===== src/logic/rlm_pkg.sv =====
/*
 * constants shared by the loss-of-signal monitor: thresholds, window
 * sizes, register map, field positions and reset values.
 * assumes one 50 MHz clock and a 4-bit AXI4-Lite byte address.
 */
package rlm_pkg;
    // ********************************************************
    // loss declaration and clearing thresholds, in bits
    // ********************************************************
    localparam int ZCNT_W           = 13;
    localparam int WCNT_W           = 8;
    localparam logic [ZCNT_W-1:0] E1_LOSS_ZEROS   = 13'h0020;
    localparam logic [ZCNT_W-1:0] EXT_LOSS_ZEROS  = 13'h1000;
    localparam logic [ZCNT_W-1:0] T1_LOSS_ZEROS   = 13'h00AF;
    localparam logic [WCNT_W-1:0] E1_WIN_BITS     = 8'h20;
    localparam logic [WCNT_W-1:0] E1_WIN_ONES     = 8'h04;
    localparam logic [WCNT_W-1:0] E1_MAX_ZERO_RUN = 8'h10;
    localparam logic [WCNT_W-1:0] T1_WIN_BITS     = 8'h80;
    localparam logic [WCNT_W-1:0] T1_WIN_ONES     = 8'h10;
    localparam logic [WCNT_W-1:0] T1_MAX_ZERO_RUN = 8'h64;
    localparam int JA_DELAY_BITS    = 16;

    // ********************************************************
    // register map
    // ********************************************************
    localparam int ADDR_W           = 4;
    localparam logic [ADDR_W-1:0] CTRL_OFFS  = 4'h0;
    localparam logic [ADDR_W-1:0] STAT_OFFS  = 4'h4;
    localparam logic [ADDR_W-1:0] ALARM_OFFS = 4'h8;
    localparam logic [ADDR_W-1:0] ENA_OFFS   = 4'hC;
    localparam int CTRL_T1_BIT      = 0;
    localparam int CTRL_EXT_BIT     = 1;
    localparam int CTRL_RECEIVER_POWER_ON_BIT    = 2;
    localparam int CTRL_DEC_BIT     = 3;
    localparam int CTRL_JA_BIT      = 4;
    localparam int CTRL_W           = 5;
    localparam int STAT_LOSS_BIT    = 0;
    localparam int STAT_RXEN_BIT    = 1;
    localparam int STAT_HW_BIT      = 2;
    localparam int ALARM_LOSS_BIT   = 0;
    localparam logic [CTRL_W-1:0] CTRL_RESET = 5'h00;
    localparam logic [1:0] RESP_OKAY   = 2'h0;
    localparam logic [1:0] RESP_SLVERR = 2'h2;
endpackage


===== src/logic/rlm_bit_if.sv =====
/*
 * carries the sampled bit stream and mode bits from the top to the
 * loss detector, and the loss state back.
 * assumes both ends run on aclk.
 */
interface rlm_bit_if;
    logic bit_strobe;
    logic bit_one;
    logic low_level;
    logic t1_mode;
    logic ext_loss;
    logic loss;
    logic loss_event;

    modport src
    (
        output bit_strobe, bit_one, low_level, t1_mode, ext_loss,
        input  loss, loss_event
    );
    modport mon
    (
        input  bit_strobe, bit_one, low_level, t1_mode, ext_loss,
        output loss, loss_event
    );
endinterface


===== src/logic/rlm_los_detect.sv =====
/*
 * zero-run loss declaration and ones-density loss clearing.
 * assumes low_level is already synchronised and bit_strobe is one
 * cycle wide per received bit.
 */
module rlm_los_detect
(
    input  wire logic aclk,
    input  wire logic aresetn,
    rlm_bit_if.mon    bits
);
    typedef enum logic {RLM_SIGNAL, RLM_LOSS} rlm_state_type;

    function automatic logic [rlm_pkg::ZCNT_W-1:0] zero_limit
    (
        input logic t1,
        input logic ext
    );
        if (t1)
            return rlm_pkg::T1_LOSS_ZEROS;
        else if (ext)
            return rlm_pkg::EXT_LOSS_ZEROS;
        else
            return rlm_pkg::E1_LOSS_ZEROS;
    endfunction

    rlm_state_type               state_reg;
    logic [rlm_pkg::ZCNT_W-1:0]  zrun_reg;
    logic [rlm_pkg::WCNT_W-1:0]  win_reg;
    logic [rlm_pkg::WCNT_W-1:0]  ones_reg;
    logic [rlm_pkg::WCNT_W-1:0]  run_reg;
    logic                        viol_reg;
    logic                        event_reg;
    logic [rlm_pkg::WCNT_W-1:0]  win_bits;
    logic [rlm_pkg::WCNT_W-1:0]  win_ones;
    logic [rlm_pkg::WCNT_W-1:0]  max_run;
    logic [rlm_pkg::WCNT_W-1:0]  win_next;
    logic [rlm_pkg::WCNT_W-1:0]  ones_next;
    logic [rlm_pkg::WCNT_W-1:0]  run_next;
    logic                        viol_next;
    logic                        declare;
    logic                        recovered;

    assign win_bits  = bits.t1_mode ? rlm_pkg::T1_WIN_BITS
                                    : rlm_pkg::E1_WIN_BITS;
    assign win_ones  = bits.t1_mode ? rlm_pkg::T1_WIN_ONES
                                    : rlm_pkg::E1_WIN_ONES;
    assign max_run   = bits.t1_mode ? rlm_pkg::T1_MAX_ZERO_RUN
                                    : rlm_pkg::E1_MAX_ZERO_RUN;
    assign win_next  = win_reg + 8'h01;
    assign ones_next = bits.bit_one ? ones_reg + 8'h01 : ones_reg;
    assign run_next  = bits.bit_one ? 8'h00 : run_reg + 8'h01;
    assign viol_next = viol_reg || (run_next > max_run);
    // zero run reaches its limit on this bit
    assign declare   = bits.bit_strobe && bits.low_level && !bits.bit_one
                       && (zrun_reg + 13'h0001
                           == zero_limit(bits.t1_mode, bits.ext_loss));
    // window complete with enough ones and no long run
    assign recovered = bits.bit_strobe && !bits.low_level
                       && (win_next == win_bits)
                       && (ones_next >= win_ones) && !viol_next;

    // ********************************************************
    // consecutive zero counter
    // ********************************************************
    always_ff @(posedge aclk)
    begin
        if (!aresetn)
            zrun_reg <= '0;
        else if (!bits.low_level)
            zrun_reg <= '0;
        else if (bits.bit_strobe && bits.bit_one)
            zrun_reg <= '0;
        else if (bits.bit_strobe && !declare)
            zrun_reg <= zrun_reg + 13'h0001;
    end

    // ********************************************************
    // ones-density window, only while loss stands and level is back
    // ********************************************************
    always_ff @(posedge aclk)
    begin
        if (!aresetn || state_reg == RLM_SIGNAL || bits.low_level)
        begin
            win_reg  <= '0;
            ones_reg <= '0;
            run_reg  <= '0;
            viol_reg <= 1'b0;
        end
        else if (bits.bit_strobe)
        begin
            if (win_next == win_bits)
            begin
                win_reg  <= '0;
                ones_reg <= '0;
                viol_reg <= 1'b0;
            end
            else
            begin
                win_reg  <= win_next;
                ones_reg <= ones_next;
                viol_reg <= viol_next;
            end
            // a zero run may span windows, so it is not cleared here
            run_reg <= run_next;
        end
    end

    // ********************************************************
    // loss state
    // ********************************************************
    always_ff @(posedge aclk)
    begin
        if (!aresetn)
            state_reg <= RLM_SIGNAL;
        else
            unique case (state_reg)
                RLM_SIGNAL:
                    if (declare)
                        state_reg <= RLM_LOSS;
                RLM_LOSS:
                    if (recovered)
                        state_reg <= RLM_SIGNAL;
            endcase
    end

    always_ff @(posedge aclk)
    begin
        if (!aresetn)
            event_reg <= 1'b0;
        else
            event_reg <= (state_reg == RLM_SIGNAL) && declare;
    end

    assign bits.loss       = (state_reg == RLM_LOSS);
    assign bits.loss_event = event_reg;
endmodule


===== src/logic/rlm_rx_path.sv =====
/*
 * receive data path: optional fixed-depth jitter attenuator delay and
 * optional single-rail decoder with violation flag.
 * assumes one bit_strobe per received bit on aclk.
 */
module rlm_rx_path
(
    input  wire logic aclk,
    input  wire logic aresetn,
    input  wire logic bit_strobe,
    input  wire logic pos_in,
    input  wire logic neg_in,
    input  wire logic ja_enable,
    input  wire logic dec_enable,
    output logic      pos_out,
    output logic      neg_out
);
    logic [1:0] delay_reg [rlm_pkg::JA_DELAY_BITS];
    logic [1:0] stage;
    logic       last_pol_reg;
    logic       mark;

    // ********************************************************
    // jitter attenuator stand-in: bit-aligned delay line
    // ********************************************************
    always_ff @(posedge aclk)
    begin
        if (!aresetn)
        begin
            for (int i = 0; i < rlm_pkg::JA_DELAY_BITS; i++)
                delay_reg[i] <= 2'h0;
        end
        else if (bit_strobe)
        begin
            delay_reg[0] <= {pos_in, neg_in};
            for (int i = 1; i < rlm_pkg::JA_DELAY_BITS; i++)
                delay_reg[i] <= delay_reg[i-1];
        end
    end

    assign stage = ja_enable ? delay_reg[rlm_pkg::JA_DELAY_BITS-1]
                             : {pos_in, neg_in};
    assign mark  = stage[1] || stage[0];

    // ********************************************************
    // decoder: a mark of the same polarity as the last is a violation
    // ********************************************************
    always_ff @(posedge aclk)
    begin
        if (!aresetn)
        begin
            last_pol_reg <= 1'b0;
            pos_out      <= 1'b0;
            neg_out      <= 1'b0;
        end
        else if (bit_strobe)
        begin
            if (mark)
                last_pol_reg <= stage[1];
            if (dec_enable)
            begin
                pos_out <= mark;
                neg_out <= mark && (stage[1] == last_pol_reg);
            end
            else
            begin
                pos_out <= stage[1];
                neg_out <= stage[0];
            end
        end
    end
endmodule


===== src/logic/rlm_monitor_top.sv =====
/*
 * receive loss-of-signal monitor with AXI4-Lite registers, active-low
 * alarm interrupt and receive data outputs.
 * assumes recovered clock, sliced bits and level indication arrive as
 * pins asynchronous to aclk, and the recovered clock is well below
 * aclk/4 so that each of its rising edges is seen once.
 */
// Function
// - E1: 32 zeros under low level declare loss
// - extended option (E1 only, T1 ignores it): 4096 zeros under low level declare loss
// - T1: 175 zeros under low level declare loss
// - E1 clear: 4 ones per 32, run<=16
// - T1 clear: 16 ones per 128, run<=100
// - loss updates indication and alarm status
// - enabled alarm drives interrupt output low
// - reading alarm status clears it, interrupt high
// - host mode: receiver-on bit switches receiver
// - pin mode: receiver always enabled
// - data through attenuator and decoder to outputs
module rlm_monitor_top
(
    input  wire logic        aclk,
    input  wire logic        aresetn,
    input  wire logic [3:0]  s_axi_awaddr,
    input  wire logic [2:0]  s_axi_awprot,
    input  wire logic        s_axi_awvalid,
    output logic             s_axi_awready,
    input  wire logic [31:0] s_axi_wdata,
    input  wire logic [3:0]  s_axi_wstrb,
    input  wire logic        s_axi_wvalid,
    output logic             s_axi_wready,
    output logic [1:0]       s_axi_bresp,
    output logic             s_axi_bvalid,
    input  wire logic        s_axi_bready,
    input  wire logic [3:0]  s_axi_araddr,
    input  wire logic [2:0]  s_axi_arprot,
    input  wire logic        s_axi_arvalid,
    output logic             s_axi_arready,
    output logic [31:0]      s_axi_rdata,
    output logic [1:0]       s_axi_rresp,
    output logic             s_axi_rvalid,
    input  wire logic        s_axi_rready,
    input  wire logic        rx_clk_pin,
    input  wire logic        rx_pos_pin,
    input  wire logic        rx_neg_pin,
    input  wire logic        analog_low_level_pin,
    input  wire logic        hw_mode_pin,
    output logic             rx_positive_data_out,
    output logic             rx_negative_or_violation_out,
    output logic             receive_signal_loss,
    output logic             irq_n
);
    localparam int SYNC_N = 5;

    rlm_bit_if bits ();

    logic [SYNC_N-1:0]         sync1_reg;
    logic [SYNC_N-1:0]         sync2_reg;
    logic                      clk_prev_reg;
    logic                      rx_clk_s;
    logic                      rx_pos_s;
    logic                      rx_neg_s;
    logic                      low_level_s;
    logic                      hw_mode_s;
    logic                      rx_enable;
    logic                      bit_strobe;
    logic [rlm_pkg::CTRL_W-1:0] ctrl_reg;
    logic                      alarm_reg;
    logic                      alarm_ena_reg;
    logic                      aw_got_reg;
    logic                      w_got_reg;
    logic [3:0]                awaddr_reg;
    logic [31:0]               wdata_reg;
    logic [3:0]                wstrb_reg;
    logic                      bvalid_reg;
    logic [1:0]                bresp_reg;
    logic                      rvalid_reg;
    logic [31:0]               rdata_reg;
    logic [1:0]                rresp_reg;
    logic                      aw_hs;
    logic                      w_hs;
    logic                      ar_hs;
    logic                      wr_fire;
    logic [3:0]                wr_addr;
    logic [31:0]               wr_data;
    logic [3:0]                wr_strb;
    logic                      alarm_read;
    logic                      alarm_w1c;

    function automatic logic reg_mapped
    (
        input logic [3:0] addr
    );
        return (addr == rlm_pkg::CTRL_OFFS) || (addr == rlm_pkg::STAT_OFFS)
            || (addr == rlm_pkg::ALARM_OFFS) || (addr == rlm_pkg::ENA_OFFS);
    endfunction

    // ********************************************************
    // pin synchronisers
    // ********************************************************
    always_ff @(posedge aclk)
    begin
        if (!aresetn)
        begin
            sync1_reg <= '0;
            sync2_reg <= '0;
        end
        else
        begin
            // the level indication crosses here too
            sync1_reg <= {hw_mode_pin, analog_low_level_pin,
                          rx_neg_pin, rx_pos_pin, rx_clk_pin};
            sync2_reg <= sync1_reg;
        end
    end

    assign rx_clk_s    = sync2_reg[0];
    assign rx_pos_s    = sync2_reg[1];
    assign rx_neg_s    = sync2_reg[2];
    assign low_level_s = sync2_reg[3];
    assign hw_mode_s   = sync2_reg[4];

    always_ff @(posedge aclk)
    begin
        if (!aresetn)
            clk_prev_reg <= 1'b0;
        else
            clk_prev_reg <= rx_clk_s;
    end

    // hardware mode keeps the receiver on regardless of the control bit
    assign rx_enable  = hw_mode_s
                        || ctrl_reg[rlm_pkg::CTRL_RECEIVER_POWER_ON_BIT];
    assign bit_strobe = rx_enable && rx_clk_s && !clk_prev_reg;

    // ********************************************************
    // detector and data path
    // ********************************************************
    assign bits.bit_strobe = bit_strobe;
    assign bits.bit_one    = rx_pos_s || rx_neg_s;
    assign bits.low_level  = low_level_s;
    assign bits.t1_mode    = ctrl_reg[rlm_pkg::CTRL_T1_BIT];
    assign bits.ext_loss   = ctrl_reg[rlm_pkg::CTRL_EXT_BIT];

    rlm_los_detect u_detect
    (
        .aclk    (aclk),
        .aresetn (aresetn),
        .bits    (bits)
    );

    rlm_rx_path u_path
    (
        .aclk       (aclk),
        .aresetn    (aresetn),
        .bit_strobe (bit_strobe),
        .pos_in     (rx_pos_s),
        .neg_in     (rx_neg_s),
        .ja_enable  (ctrl_reg[rlm_pkg::CTRL_JA_BIT]),
        .dec_enable (ctrl_reg[rlm_pkg::CTRL_DEC_BIT]),
        .pos_out    (rx_positive_data_out),
        .neg_out    (rx_negative_or_violation_out)
    );

    assign receive_signal_loss = bits.loss;

    // ********************************************************
    // AXI4-Lite write channel
    // ********************************************************
    assign s_axi_awready = !aw_got_reg && !bvalid_reg;
    assign s_axi_wready  = !w_got_reg && !bvalid_reg;
    assign aw_hs         = s_axi_awvalid && s_axi_awready;
    assign w_hs          = s_axi_wvalid && s_axi_wready;
    assign wr_fire       = (aw_got_reg || aw_hs) && (w_got_reg || w_hs);
    assign wr_addr       = aw_got_reg ? awaddr_reg : s_axi_awaddr;
    assign wr_data       = w_got_reg ? wdata_reg : s_axi_wdata;
    assign wr_strb       = w_got_reg ? wstrb_reg : s_axi_wstrb;

    always_ff @(posedge aclk)
    begin
        if (!aresetn)
        begin
            aw_got_reg <= 1'b0;
            w_got_reg  <= 1'b0;
            awaddr_reg <= 4'h0;
            wdata_reg  <= 32'h00000000;
            wstrb_reg  <= 4'h0;
        end
        else if (wr_fire)
        begin
            aw_got_reg <= 1'b0;
            w_got_reg  <= 1'b0;
        end
        else
        begin
            if (aw_hs)
            begin
                aw_got_reg <= 1'b1;
                awaddr_reg <= s_axi_awaddr;
            end
            if (w_hs)
            begin
                w_got_reg <= 1'b1;
                wdata_reg <= s_axi_wdata;
                wstrb_reg <= s_axi_wstrb;
            end
        end
    end

    always_ff @(posedge aclk)
    begin
        if (!aresetn)
        begin
            bvalid_reg <= 1'b0;
            bresp_reg  <= rlm_pkg::RESP_OKAY;
        end
        else if (wr_fire)
        begin
            bvalid_reg <= 1'b1;
            bresp_reg  <= reg_mapped(wr_addr) ? rlm_pkg::RESP_OKAY
                                              : rlm_pkg::RESP_SLVERR;
        end
        else if (s_axi_bready)
            bvalid_reg <= 1'b0;
    end

    always_ff @(posedge aclk)
    begin
        if (!aresetn)
        begin
            ctrl_reg      <= rlm_pkg::CTRL_RESET;
            alarm_ena_reg <= 1'b0;
        end
        else if (wr_fire && wr_strb[0])
        begin
            if (wr_addr == rlm_pkg::CTRL_OFFS)
                ctrl_reg <= wr_data[rlm_pkg::CTRL_W-1:0];
            if (wr_addr == rlm_pkg::ENA_OFFS)
                alarm_ena_reg <= wr_data[rlm_pkg::ALARM_LOSS_BIT];
        end
    end

    // ********************************************************
    // AXI4-Lite read channel
    // ********************************************************
    assign s_axi_arready = !rvalid_reg;
    assign ar_hs         = s_axi_arvalid && s_axi_arready;

    always_ff @(posedge aclk)
    begin
        if (!aresetn)
        begin
            rvalid_reg <= 1'b0;
            rdata_reg  <= 32'h00000000;
            rresp_reg  <= rlm_pkg::RESP_OKAY;
        end
        else if (ar_hs)
        begin
            rvalid_reg <= 1'b1;
            rresp_reg  <= reg_mapped(s_axi_araddr) ? rlm_pkg::RESP_OKAY
                                                   : rlm_pkg::RESP_SLVERR;
            rdata_reg  <= 32'h00000000;
            unique case (s_axi_araddr)
                rlm_pkg::CTRL_OFFS:
                    rdata_reg[rlm_pkg::CTRL_W-1:0] <= ctrl_reg;
                rlm_pkg::STAT_OFFS:
                begin
                    rdata_reg[rlm_pkg::STAT_LOSS_BIT] <= bits.loss;
                    rdata_reg[rlm_pkg::STAT_RXEN_BIT] <= rx_enable;
                    rdata_reg[rlm_pkg::STAT_HW_BIT]   <= hw_mode_s;
                end
                rlm_pkg::ALARM_OFFS:
                    rdata_reg[rlm_pkg::ALARM_LOSS_BIT] <= alarm_reg;
                rlm_pkg::ENA_OFFS:
                    rdata_reg[rlm_pkg::ALARM_LOSS_BIT] <= alarm_ena_reg;
                default:
                    rdata_reg <= 32'h00000000;
            endcase
        end
        else if (s_axi_rready)
            rvalid_reg <= 1'b0;
    end

    // ********************************************************
    // alarm status and interrupt
    // ********************************************************
    assign alarm_read = ar_hs && (s_axi_araddr == rlm_pkg::ALARM_OFFS);
    assign alarm_w1c  = wr_fire && wr_strb[0]
                        && (wr_addr == rlm_pkg::ALARM_OFFS)
                        && wr_data[rlm_pkg::ALARM_LOSS_BIT];

    // a new loss in the clearing cycle survives: set wins
    always_ff @(posedge aclk)
    begin
        if (!aresetn)
            alarm_reg <= 1'b0;
        else if (bits.loss_event)
            alarm_reg <= 1'b1;
        else if (alarm_read || alarm_w1c)
            alarm_reg <= 1'b0;
    end

    assign irq_n = !(alarm_reg && alarm_ena_reg);

    assign s_axi_bvalid = bvalid_reg;
    assign s_axi_bresp  = bresp_reg;
    assign s_axi_rvalid = rvalid_reg;
    assign s_axi_rdata  = rdata_reg;
    assign s_axi_rresp  = rresp_reg;
endmodule


===== config.mk =====
export PLATFORM = sky130hd
export DESIGN_NAME = rlm_monitor_top
export DESIGN_NICKNAME = d
export VERILOG_FILES = /design/src/logic/rlm_pkg.sv /design/src/logic/rlm_bit_if.sv /design/src/logic/rlm_los_detect.sv /design/src/logic/rlm_rx_path.sv /design/src/logic/rlm_monitor_top.sv
export SDC_FILE = /design/constraint.sdc
export NUM_CORES = 1
export LEC_CHECK = 0
export BUFFER_PORTS_ARGS = -buffer_cell sky130_fd_sc_hd__buf_2
export CORE_ASPECT_RATIO = 1.1
export CORE_MARGIN = 8
export CORE_UTILIZATION = 45
export CTS_BUF_LIST = sky130_fd_sc_hd__clkbuf_16
export CTS_CLUSTER_SIZE = 12
export DETAILED_ROUTE_END_ITERATION = 6
export HOLD_SLACK_MARGIN = 0.03
export PLACE_DENSITY_LB_ADDON = 0.25
export SETUP_SLACK_MARGIN = 0.3
export SLEW_MARGIN = 20
export SYNTH_ARGS = -nofsm -noshare
export SYNTH_HDL_FRONTEND = slang
export SYNTH_HIERARCHICAL = 1
export SYNTH_SLANG_ARGS = --single-unit

===== constraint.sdc =====
create_clock -name aclk -period 6.4 [get_ports aclk]
set_input_delay 0.32 -clock aclk [delete_from_list [all_inputs] [get_ports aclk]]
set_output_delay 0.32 -clock aclk [all_outputs]
set_load 0.1 [all_outputs]

==> results of run 1 <==
-- worst reg2reg max path: stages (launching register included) --
cell	delay, ns
dfxtp_1	0.35
nor2_1	0.08
nor3b_2	0.15
buf_4	0.41
inv_2	0.26
nor2_1	0.32
nand4_1	0.16
or4b_4	0.56
o21ai_2	0.61
or4_1	0.22
a21oi_1	0.07
-- per-layer routing --
metal  vias to the layer above  global-route usage, %  part of all wire (%)
met5                         -                      0                     0
met1                      2067                  17.26                    47
met2                        83                  22.29                    47
met4                         0                  5.758                   1.2
met3                        14                  5.344                   4.9
li1                       2201                      -                     -
-- final timing paths --
kind | end | cells past startpoint
setup reg to reg | u_detect/zrun_reg[8] | 10
setup / recovery | u_detect/zrun_reg[8] | 10
hold / removal | sync1_reg[0] | 2
hold reg to reg | sync2_reg[1] | 1
-- stage by stage --
| stage | instances | util [%] | total power [mW] |
|---|---|---|---|
| 5_1_grt | 817 | 51.22 | 1.834 |
| 4_1_cts | 817 | 51.22 | 1.789 |
| 3_5_place_dp | 786 | 47.22 | 0.9804 |
| 2_1_floorplan | 646 | - | 0.9650 |
| 6_report | 817 | 51.22 | 1.770 |
| 3_3_place_gp | 786 | 47.22 | 0.9780 |
-- synthesized netlist by cell type (10+ instances only) --
cell type,n
or3_1,10
nor2b_1,18
edfxtp_1,32
ha_1,10
nor3_1,12
dfxtp_1,82
nand3_1,15
o21ai_0,21
nor2_1,43
a21oi_1,32
nand2_1,57
inv_1,12
xnor2_1,14
mux2i_1,22
and2_1,24
clkbuf_1,23
nand4_1,10
and3_1,27
buf_4,29
-- power groups by stage --
stage,Clock [mW],Sequential (mW),Combinational (mW)
floorplan,0,0.802,0.163
global placement,0,0.789,0.189
detailed placement,0,0.790,0.191
CTS,0.823,0.775,0.191
global route,0.856,0.777,0.200
finish,0.804,0.775,0.191
-- layout make-up --
class | count | area, µm²
fill | 1174 | 6141
multi-input combinational | 458 | 2869
sequential | 114 | 2603
clock buffer | 17 | 425.4
timing repair buffer | 44 | 227.7
tap | 157 | 196.4
clock inverter | 14 | 78.83
inverter | 13 | 48.80
-- kinds of logic (layout without fill, tap and decap cells) --
kind of cell / after synthesis / after routing / synth area share, %
buf+inv: 74 / 88 / 7.251
compound gates: 99 / 99 / 11.13
flops: 114 / 114 / 45.02
other cells: 1 / 29 / 0.06487
simple gates: 268 / 268 / 25.45
fa+ha+maj: 10 / 10 / 2.165
xor+xnor: 23 / 23 / 3.485
mux: 29 / 29 / 5.433
==> qor.yml, run 1 <==
sta:
  setup_ws_ns: 3.092
  min_period_ns: 3.308
  whs_ns: 0.1159
  setup_viol_count_final: 0
  tns_ns: 0
  hold_viol_final: 0
  max_slew.worst_pin.slew_ns: 1.048
  slew_headroom_pct: 29.94
  final_max_slew_viol_count: 0
  skew_ns: 0.02206
  timing.final.crit_share_pct: 51.69
  max_freq_mhz: 302.3
  grt_setup_unrepaired: "no"
placed_design:
  io_buffers: 41
  dpl_cell_area_um2: 5944
  pre_cts_slack_ns: 3.045
  dpl.hpwl_um: 7744
  place.gp.congestion: 0.8383
cts:
  cts.sinks: 114
  tritoncts: "yes"
  holdBufCountCts: 0
  cts_resized: 0
  clkLatencyLatePin_ns: 0.42
  clk_pin_slew_ns: 0.06
  cts_setup_buffers: 0
  htreeDepth: 4
  cts_made_buffers: 17
  clk_root_buffer_cell: "clkbuf_16"
  clk_path_buf_depth: 2
yosys:
  seq_area_frac_synth_pct: 45.02
  ys.warnings.count: 6
  ys_top_cells_by_area: "dfxtp_1, edfxtp_1, mux2i_1"
  synth_top_area_share_pct: 28.40
  synth_top_area_cell: "dfxtp_1"
  synth_edf_count: 32
  netlist_instances: 618
  syn-mean-instance-area_um2: 9.354
  ys_ff_latch: 114
  synth_cell_types: 66
  async_flop_share_pct: 0
  ys.flop_type: "dfxtp_1"
  synth_area_um2: 5781
global_routing:
  overflow: 0
  grt_pass1_wl_um: 19250
  grt_start_max_net_pins: 83
  grt_pass1_vias: 4213
  track_usage_pct: 14.28
  antenna_found_initial: 0
floorplanning:
  io_pins: 107
  fp.dieH_um: 134.9
  start_util_pct: 45.92
  die-area_um2: 16730
  fp.dieW_um: 124.1
  core-area_um2: 12590
  rows: 43
drt:
  wl_um: 11490
  route.detailed.drc: 0
  drt-initial-drc-count: 228
  vias_per_cell: 5.343
  detail-route-antenna-nets: 0
  dr_total_vias: 4365
  post_drt_wl_per_cell_um: 14.06
  drt_pass1_iterations: 5
pwr:
  p_clk_share_pct: 45.4
  p_int_mw: 1.280
  p_leak_nw: 2.578
  seqPwrFrac_pct: 43.8
  p_sw_mw: 0.4904
  switching_share_pct: 27.71
  comb_power_share_pct: 10.8
  ir_drop_mv: 0.2140
  power_density_nw_per_um2: 274.5
cells_and_area:
  nets: 720
  final_area_um2: 6449
  layout_common_cells: "dfxtp_1, nand2_1, nor2_1"
  largest_reg_flops: 32
  antenna_cells: 0
  area_growth_syn_to_layout_pct: 11.56
  layout-drive-gt1-share_pct: 14.09
  layout_commonest_cell: "dfxtp_1"
critical_path:
  cp-start-kind: "register"
  path_class: "reg2reg"
  crit_top_cell: "nor2_1"
  cp_max_fo: 49
  crit_required_ns: 6.68
  critPathBufInv: 2
  cp_cell_sequence: "nor2_1 > nor3b_2 > buf_4 > inv_2 > nor2_1 > nand4_1 > or4b_4 > o21ai_2 > or4_1 > a21oi_1"
  cp_top_family: "simple AND/OR/NAND/NOR gates"
  max_stage_delay_ns: 0.61
  r2r_setup_slack_ns: 3.09
  cp-end-kind: "register"
  arrival_ns: 3.59
  crit_slowest_cell: "o21ai_2"
  timing.rr.start: "ctrl_reg[2]"
  crit_start: "ctrl_reg[2]"
hold_path:
  min_path_type: "in2reg"
  hp-start: "rx_clk_pin"
run_status:
  run_status: "complete, no violations"
job:
  maxCapViolCount: 0
No activity file was read; power rests on OpenSTA's default activity.
==> run 2, diff against run 1 <==
--- a/config.mk
+++ b/config.mk
@@ -5,6 +5,7 @@
 export SDC_FILE = /design/constraint.sdc
 export NUM_CORES = 1
 export LEC_CHECK = 0
+export ABC_AREA = 1
 export BUFFER_PORTS_ARGS = -buffer_cell sky130_fd_sc_hd__buf_2
 export CORE_ASPECT_RATIO = 1.1
 export CORE_MARGIN = 8
==> constraint.sdc (replaced) <==
create_clock -name aclk -period 3.32 [get_ports aclk]
set_input_delay 0.166 -clock aclk [delete_from_list [all_inputs] [get_ports aclk]]
set_output_delay 0.166 -clock aclk [all_outputs]
set_load 0.1 [all_outputs]
==> run 2 against run 1 <==
- synthesized area grew 2.4%
- sequential power grew 94%
- register-to-register slack lost 2.0 ns
- die area grew 2.1%
- clock-buffer cell count is the same
- cell count grew 28%
- critical path depth grew 3
- sequential share of layout area shrank 2.1 points
- via count grew 11%
- total power grew 100%
- global-route usage grew 0.47 points
- largest power group unchanged
- clock skew shrank 0.015 ns
==> qor.yml, run 2 <==
critical_path:
  cp_top_family: "simple AND/OR/NAND/NOR gates"
  r2r_setup_slack_ns: 1.08
  critPathBufInv: 2
  cp_cell_sequence: "or2_2 > inv_1 > o21ai_0 > nor2_1 > ha_1 > nand3_1 > inv_1 > nand2_1 > nand3b_1 > a21oi_1 > nand2_1 > nand2_1 > nand2_1"
  cp_max_fo: 10
  arrival_ns: 2.53
  crit_cells: 13
  reg2reg_depth: 13
  path_class: "reg2reg"
  crit_top_cell: "nand2_1"
  cp-end-kind: "register"
  cp-start-kind: "register"
  max_stage_delay_ns: 0.39
  crit_required_ns: 3.62
  crit_slowest_cell: "or2_2"
placed_design:
  place.gp.congestion: 0.8268
  dpl.hpwl_um: 8087
  dpl_cell_area_um2: 6126
  io_buffers: 41
sta:
  slew_headroom_pct: 52.79
  grt_setup_unrepaired: "no"
  skew_ns: 0.007419
  setup_viol_count_final: 0
  timing.final.crit_share_pct: 67.36
  final_max_slew_viol_count: 0
  max_slew.worst_pin.slew_ns: 0.7056
  min_period_ns: 2.236
  tns_ns: 0
  max_freq_mhz: 447.2
  hold_viol_final: 0
job:
  maxCapViolCount: 0
floorplanning:
  die-area_um2: 17090
  rows: 44
  fp.dieH_um: 136.3
  io_pins: 107
  fp.dieW_um: 125.4
  start_util_pct: 45.38
  core-area_um2: 13050
global_routing:
  grt_start_max_net_pins: 55
  grt_pass1_vias: 4660
  grt_pass1_wl_um: 20930
  overflow: 0
  track_usage_pct: 14.74
  antenna_found_initial: 0
pwr:
  power_density_nw_per_um2: 532.9
  p_leak_nw: 3.205
  p_total_mw: 3.628
  ir_drop_mv: 0.3237
cells_and_area:
  layout_common_cells: "nand2_1, inv_1, nor2_1"
  multi_input_area_um2: 2580
  regArea_um2: 2603
  antenna_cells: 0
  layout-drive-gt1-share_pct: 12.60
  largest_reg_flops: 32
  fill_cells: 1301
  final_area_um2: 6808
  layout_commonest_cell: "nand2_1"
  area_growth_syn_to_layout_pct: 14.98
  nets: 940
yosys:
  synth_area_um2: 5921
  ys.warnings.count: 6
  ys.flop_type: "dfxtp_1"
  seq_area_frac_synth_pct: 43.96
  synth_cell_types: 41
  synth.top_cells.by_count: "nand2_1, inv_1, nor2_1"
  netlist_instances: 812
  ys_top_cells_by_area: "dfxtp_1, edfxtp_1, nand2_1"
  ys_ff_latch: 114
  synth_edf_count: 32
  synth_top_area_share_pct: 27.73
  async_flop_share_pct: 0
  post-synth-top-count-cell: "nand2_1"
  syn-mean-instance-area_um2: 7.291
  synth_top_area_cell: "dfxtp_1"
hold_path:
  min_path_cells: 3
  min_path_type: "in2reg"
cts:
  cts_made_buffers: 17
  clk_pin_slew_ns: 0.06
  cts.sinks: 114
  cts_setup_buffers: 0
  clk_path_buf_depth: 2
  clk_root_buffer_cell: "clkbuf_16"
  tritoncts: "yes"
  clkLatencyLatePin_ns: 0.41
  htreeDepth: 4
drt:
  detail-route-antenna-nets: 0
  drt-initial-drc-count: 255
  vias_per_cell: 4.649
  dr_total_vias: 4844
  drt_pass1_iterations: 4
  route.detailed.drc: 0
  post_drt_wl_per_cell_um: 11.25
  wl_um: 11730
run_status:
  run_status: "complete, no violations"
==> run 2: path summary, 6_finish.rpt <==
| path | to | start |
|---|---|---|
| worst max-delay path | u_detect/bits.loss | sync2_reg[1] |
| worst min-delay path | wdata_reg[0] | s_axi_wdata[0] |
| worst max register to register | u_detect/bits.loss | sync2_reg[1] |
| worst min register to register | sync2_reg[2] | sync1_reg[2] |
==> run 2: cells by family (layout without fill, tap and decap cells) <==
logic type | Yosys count | count (layout) | synth area share [%]
DFF | 114 | 114 | 43.96
muxes | 4 | 4 | 0.6763
AOI/OAI and AO/OA | 85 | 85 | 7.586
xor gates and xnor gates | 10 | 10 | 1.479
and+or+nand+nor | 408 | 408 | 29.84
adders and majority gates | 10 | 10 | 2.113
buffers and inverters | 180 | 221 | 14.29
other | 1 | 29 | 0.06334
==> run 2: power breakdown <==
part	internal, mW	switching (mW)
Combinational	0.0755	0.350
Sequential	1.48	0.0248
Clock	1.03	0.668
==> run 2: routing by layer <==
metal / wire length (µm) / vias to the layer above / GRT usage, %
met5: 0 / - / 0
met4: 129 / 0 / 5.484
met3: 432 / 13 / 3.845
met2: 5580 / 70 / 25.34
met1: 5585 / 2167 / 17.45
li1: - / 2594 / -
==> run 2: final cells by class <==
class	instances	share of cell area, %
flip-flops and latches	114	38.23
multi-input cells	546	37.90
inverters	129	7.113
clock buffers	17	6.249
repair buffers	60	5.550
well taps	161	2.959
clock inverters	15	2.003
==> run 2: metrics by stage <==
stage	instances	worst slack, ns	util, %	hold slack (ns)
after floorplan	840	0.4198	-	0.2636
after global placement	998	1.083	46.95	0.3469
after detailed placement	998	1.063	46.95	0.3501
after CTS	1042	1.055	52.18	0.03695
after global routing	1042	0.7882	52.18	0.04852
final	1042	1.084	52.18	0.04924
==> run 2: repair_timing <==
item,in CTS,in global routing
gates resized for setup,0,0
endpoints found under the hold margin,12,0
hold buffers,12,0
==> run 2: worst min-delay path, cell delays in order <==
cell	delay (ns)
buf_2	0.09
o21ai_0	0.08
nor2_1	0.08
==> run 3, diff against run 2 <==
--- a/config.mk
+++ b/config.mk
@@ -5,7 +5,7 @@
 export SDC_FILE = /design/constraint.sdc
 export NUM_CORES = 1
 export LEC_CHECK = 0
-export ABC_AREA = 1
+export ABC_AREA = 0
 export BUFFER_PORTS_ARGS = -buffer_cell sky130_fd_sc_hd__buf_2
 export CORE_ASPECT_RATIO = 1.1
 export CORE_MARGIN = 8
==> constraint.sdc (replaced) <==
create_clock -name aclk -period 2 [get_ports aclk]
set_input_delay 0.1 -clock aclk [delete_from_list [all_inputs] [get_ports aclk]]
set_output_delay 0.1 -clock aclk [all_outputs]
set_load 0.1 [all_outputs]
==> run 3 against run 2 <==
- the flow now finishes with violations (setup timing)
- sequential share of layout area down 6.2 points
- highest routed layer unchanged
- via count up 2.2%
- clock-buffer cell count up 2
==> qor.yml, run 3 (synthesis gave the netlist of run 1 again) <==
pwr:
  power_density_nw_per_um2: 749.4
  p_leak_nw: 3.412
  p_clk_share_pct: 48.1
  p_sw_mw: 1.606
  p_int_mw: 4.588
  seqPwrFrac_pct: 39.9
  comb_power_share_pct: 12.0
  switching_share_pct: 25.93
  p_total_mw: 6.194
  ir_drop_mv: 0.5435
critical_path:
  crit_start: "u_detect/zrun_reg[0]"
  cp_max_fo: 21
  crit_slowest_cell: "or4b_4"
  crit_required_ns: 2.29
  cp-start-kind: "register"
  path_class: "reg2reg"
  reg2reg_to: "u_detect/zrun_reg[6]"
  r2r_setup_slack_ns: -0.30
  critPathBufInv: 1
  worstSetupEndpoint: "u_detect/zrun_reg[6]"
  timing.rr.start: "u_detect/zrun_reg[0]"
  crit_cells: 9
  reg2reg_depth: 9
  cp_top_family: "simple AND/OR/NAND/NOR gates"
  arrival_ns: 2.59
  max_stage_delay_ns: 0.51
  cp_cell_sequence: "ha_4 > and3_4 > nand4_1 > a311oi_1 > or4b_4 > o21ai_4 > buf_12 > or4_1 > a21oi_1"
  cp-end-kind: "register"
sta:
  setup_ws_ns: -0.2964
  hold_viol_final: 0
  slew_headroom_pct: 64.61
  min_period_ns: 2.296
  max_freq_mhz: 435.5
  final_max_slew_viol_count: 0
  max_slew.worst_pin.slew_ns: 0.5242
  grt_setup_unrepaired: "yes"
  setup_viol_count_final: 16
  timing.final.crit_share_pct: 114.8
  skew_ns: 0.009878
drt:
  drt_pass1_iterations: 4
  detail-route-antenna-nets: 0
  wl_um: 14240
  route.detailed.drc: 0
  post_drt_wl_per_cell_um: 15.06
  dr_total_vias: 4950
  drt-initial-drc-count: 228
  vias_per_cell: 5.238
placed_design:
  dpl_cell_area_um2: 6673
  place.gp.congestion: 0.8210
  dpl.hpwl_um: 8920
  dp_cells: 859
  io_buffers: 41
cells_and_area:
  antenna_cells: 0
  largest_reg_flops: 32
  nets: 848
  fin_util_pct: 65.65
  layout_commonest_cell: "buf_4"
  layout-drive-gt1-share_pct: 36.42
  fill_cells: 985
  area_growth_syn_to_layout_pct: 42.99
  final_area_um2: 8265
  layout_common_cells: "buf_4, dfxtp_1, nand2_1"
  final_cell_count_no_fill: 945
cts:
  clkLatencyLatePin_ns: 0.41
  htreeDepth: 4
  cts.sinks: 114
  clk_root_buffer_cell: "clkbuf_16"
  clk_path_buf_depth: 2
  clk_pin_slew_ns: 0.05
  cts_made_buffers: 17
  tritoncts: "yes"
global_routing:
  antenna_found_initial: 0
  overflow: 0
  grt_start_max_net_pins: 42
  grt_pass1_vias: 4966
  grt_pass1_wl_um: 23310
  track_usage_pct: 17.31
run_status:
  violations: "setup timing"
  run_status: "finished, violations left"
floorplanning:
  die-area_um2: 16730
  io_pins: 107
  fp.dieW_um: 124.1
  start_util_pct: 45.92
  fp.dieH_um: 134.9
  rows: 43
  core-area_um2: 12590
job:
  maxCapViolCount: 0
hold_path:
  min_path_type: "in2reg"
==> run 3: cell count changes in the layout (fill, tap and decap cells not counted), sizes merged, moves of 18 or more <==
cell   change
nand2    -146
inv      -115
buf       +99
nor2      -82
nand3     -41
and3      +26
and2      +23
mux2i     +18
nor2b     +18
==> run 3: how the worst min path moves through the flow <==
stage | startpoint | end | slack [ns] | depth (start not counted)
floorplan | rx_clk_pin | sync1_reg[0] | 0.23 | 1
global placement | rx_clk_pin | sync1_reg[0] | 0.31 | 2
detailed placement | rx_clk_pin | sync1_reg[0] | 0.31 | 2
CTS | s_axi_wvalid | w_got_reg | 0.03 | 3
global route | s_axi_wvalid | w_got_reg | 0.07 | 3
finish | s_axi_wvalid | w_got_reg | 0.04 | 3
==> run 3: layout make-up <==
class,instances,area (µm²),share of cell area (%)
tap,157,196.4,2.377
timing repair buffer,172,1460,17.67
sequential,114,2646,32.02
inverter,13,56.30,0.6812
clock buffer,19,475.5,5.752
clock inverter,12,115.1,1.393
multi-input combinational,458,3316,40.12
==> run 3: repair_timing <==
item                                    CTS  global route
gates resized for setup                  63            43
endpoints found under the hold margin    19             0
cloned                                    1             5
hold buffers                             20             0
pin swaps                                25            22
buffers inserted                         17            12
endpoints found under the setup margin   69            69
==> run 3: stage by stage <==
step / worst slack (ns) / TNS [ns] / hold WS [ns]
after global routing: -0.4588 / -6.337 / 0.07302
after floorplan: -0.3174 / -3.144 / 0.2273
after detailed placement: -0.3231 / -4.909 / 0.3095
final: -0.2964 / -4.053 / 0.04000
after global placement: -0.2624 / -2.962 / 0.3059
after CTS: -0.2706 / -3.650 / 0.03142
==> run 3: tightest hold or removal path, cell delays in order <==
cell	delay (ns)
buf_2	0.12
a21oi_1	0.14
nor3b_1	0.05
==> run 3: metal layers <==
layer | global-route usage [%] | part of all wire (%) | vias to the layer above
met5 | 0 | 0 | -
met4 | 7.876 | 1.5 | 0
met3 | 3.883 | 3.4 | 15
met2 | 28.74 | 51 | 87
met1 | 20.69 | 44 | 2385
li1 | - | - | 2463
==> run 3: power by group through the flow <==
stage	combinational [mW]	sequential (mW)	clock (mW)
detailed placement	0.651	2.52	0
floorplan	0.539	2.57	0
finish	0.744	2.47	2.98
CTS	0.704	2.47	3.04
global placement	0.645	2.52	0
global route	0.782	2.48	3.14
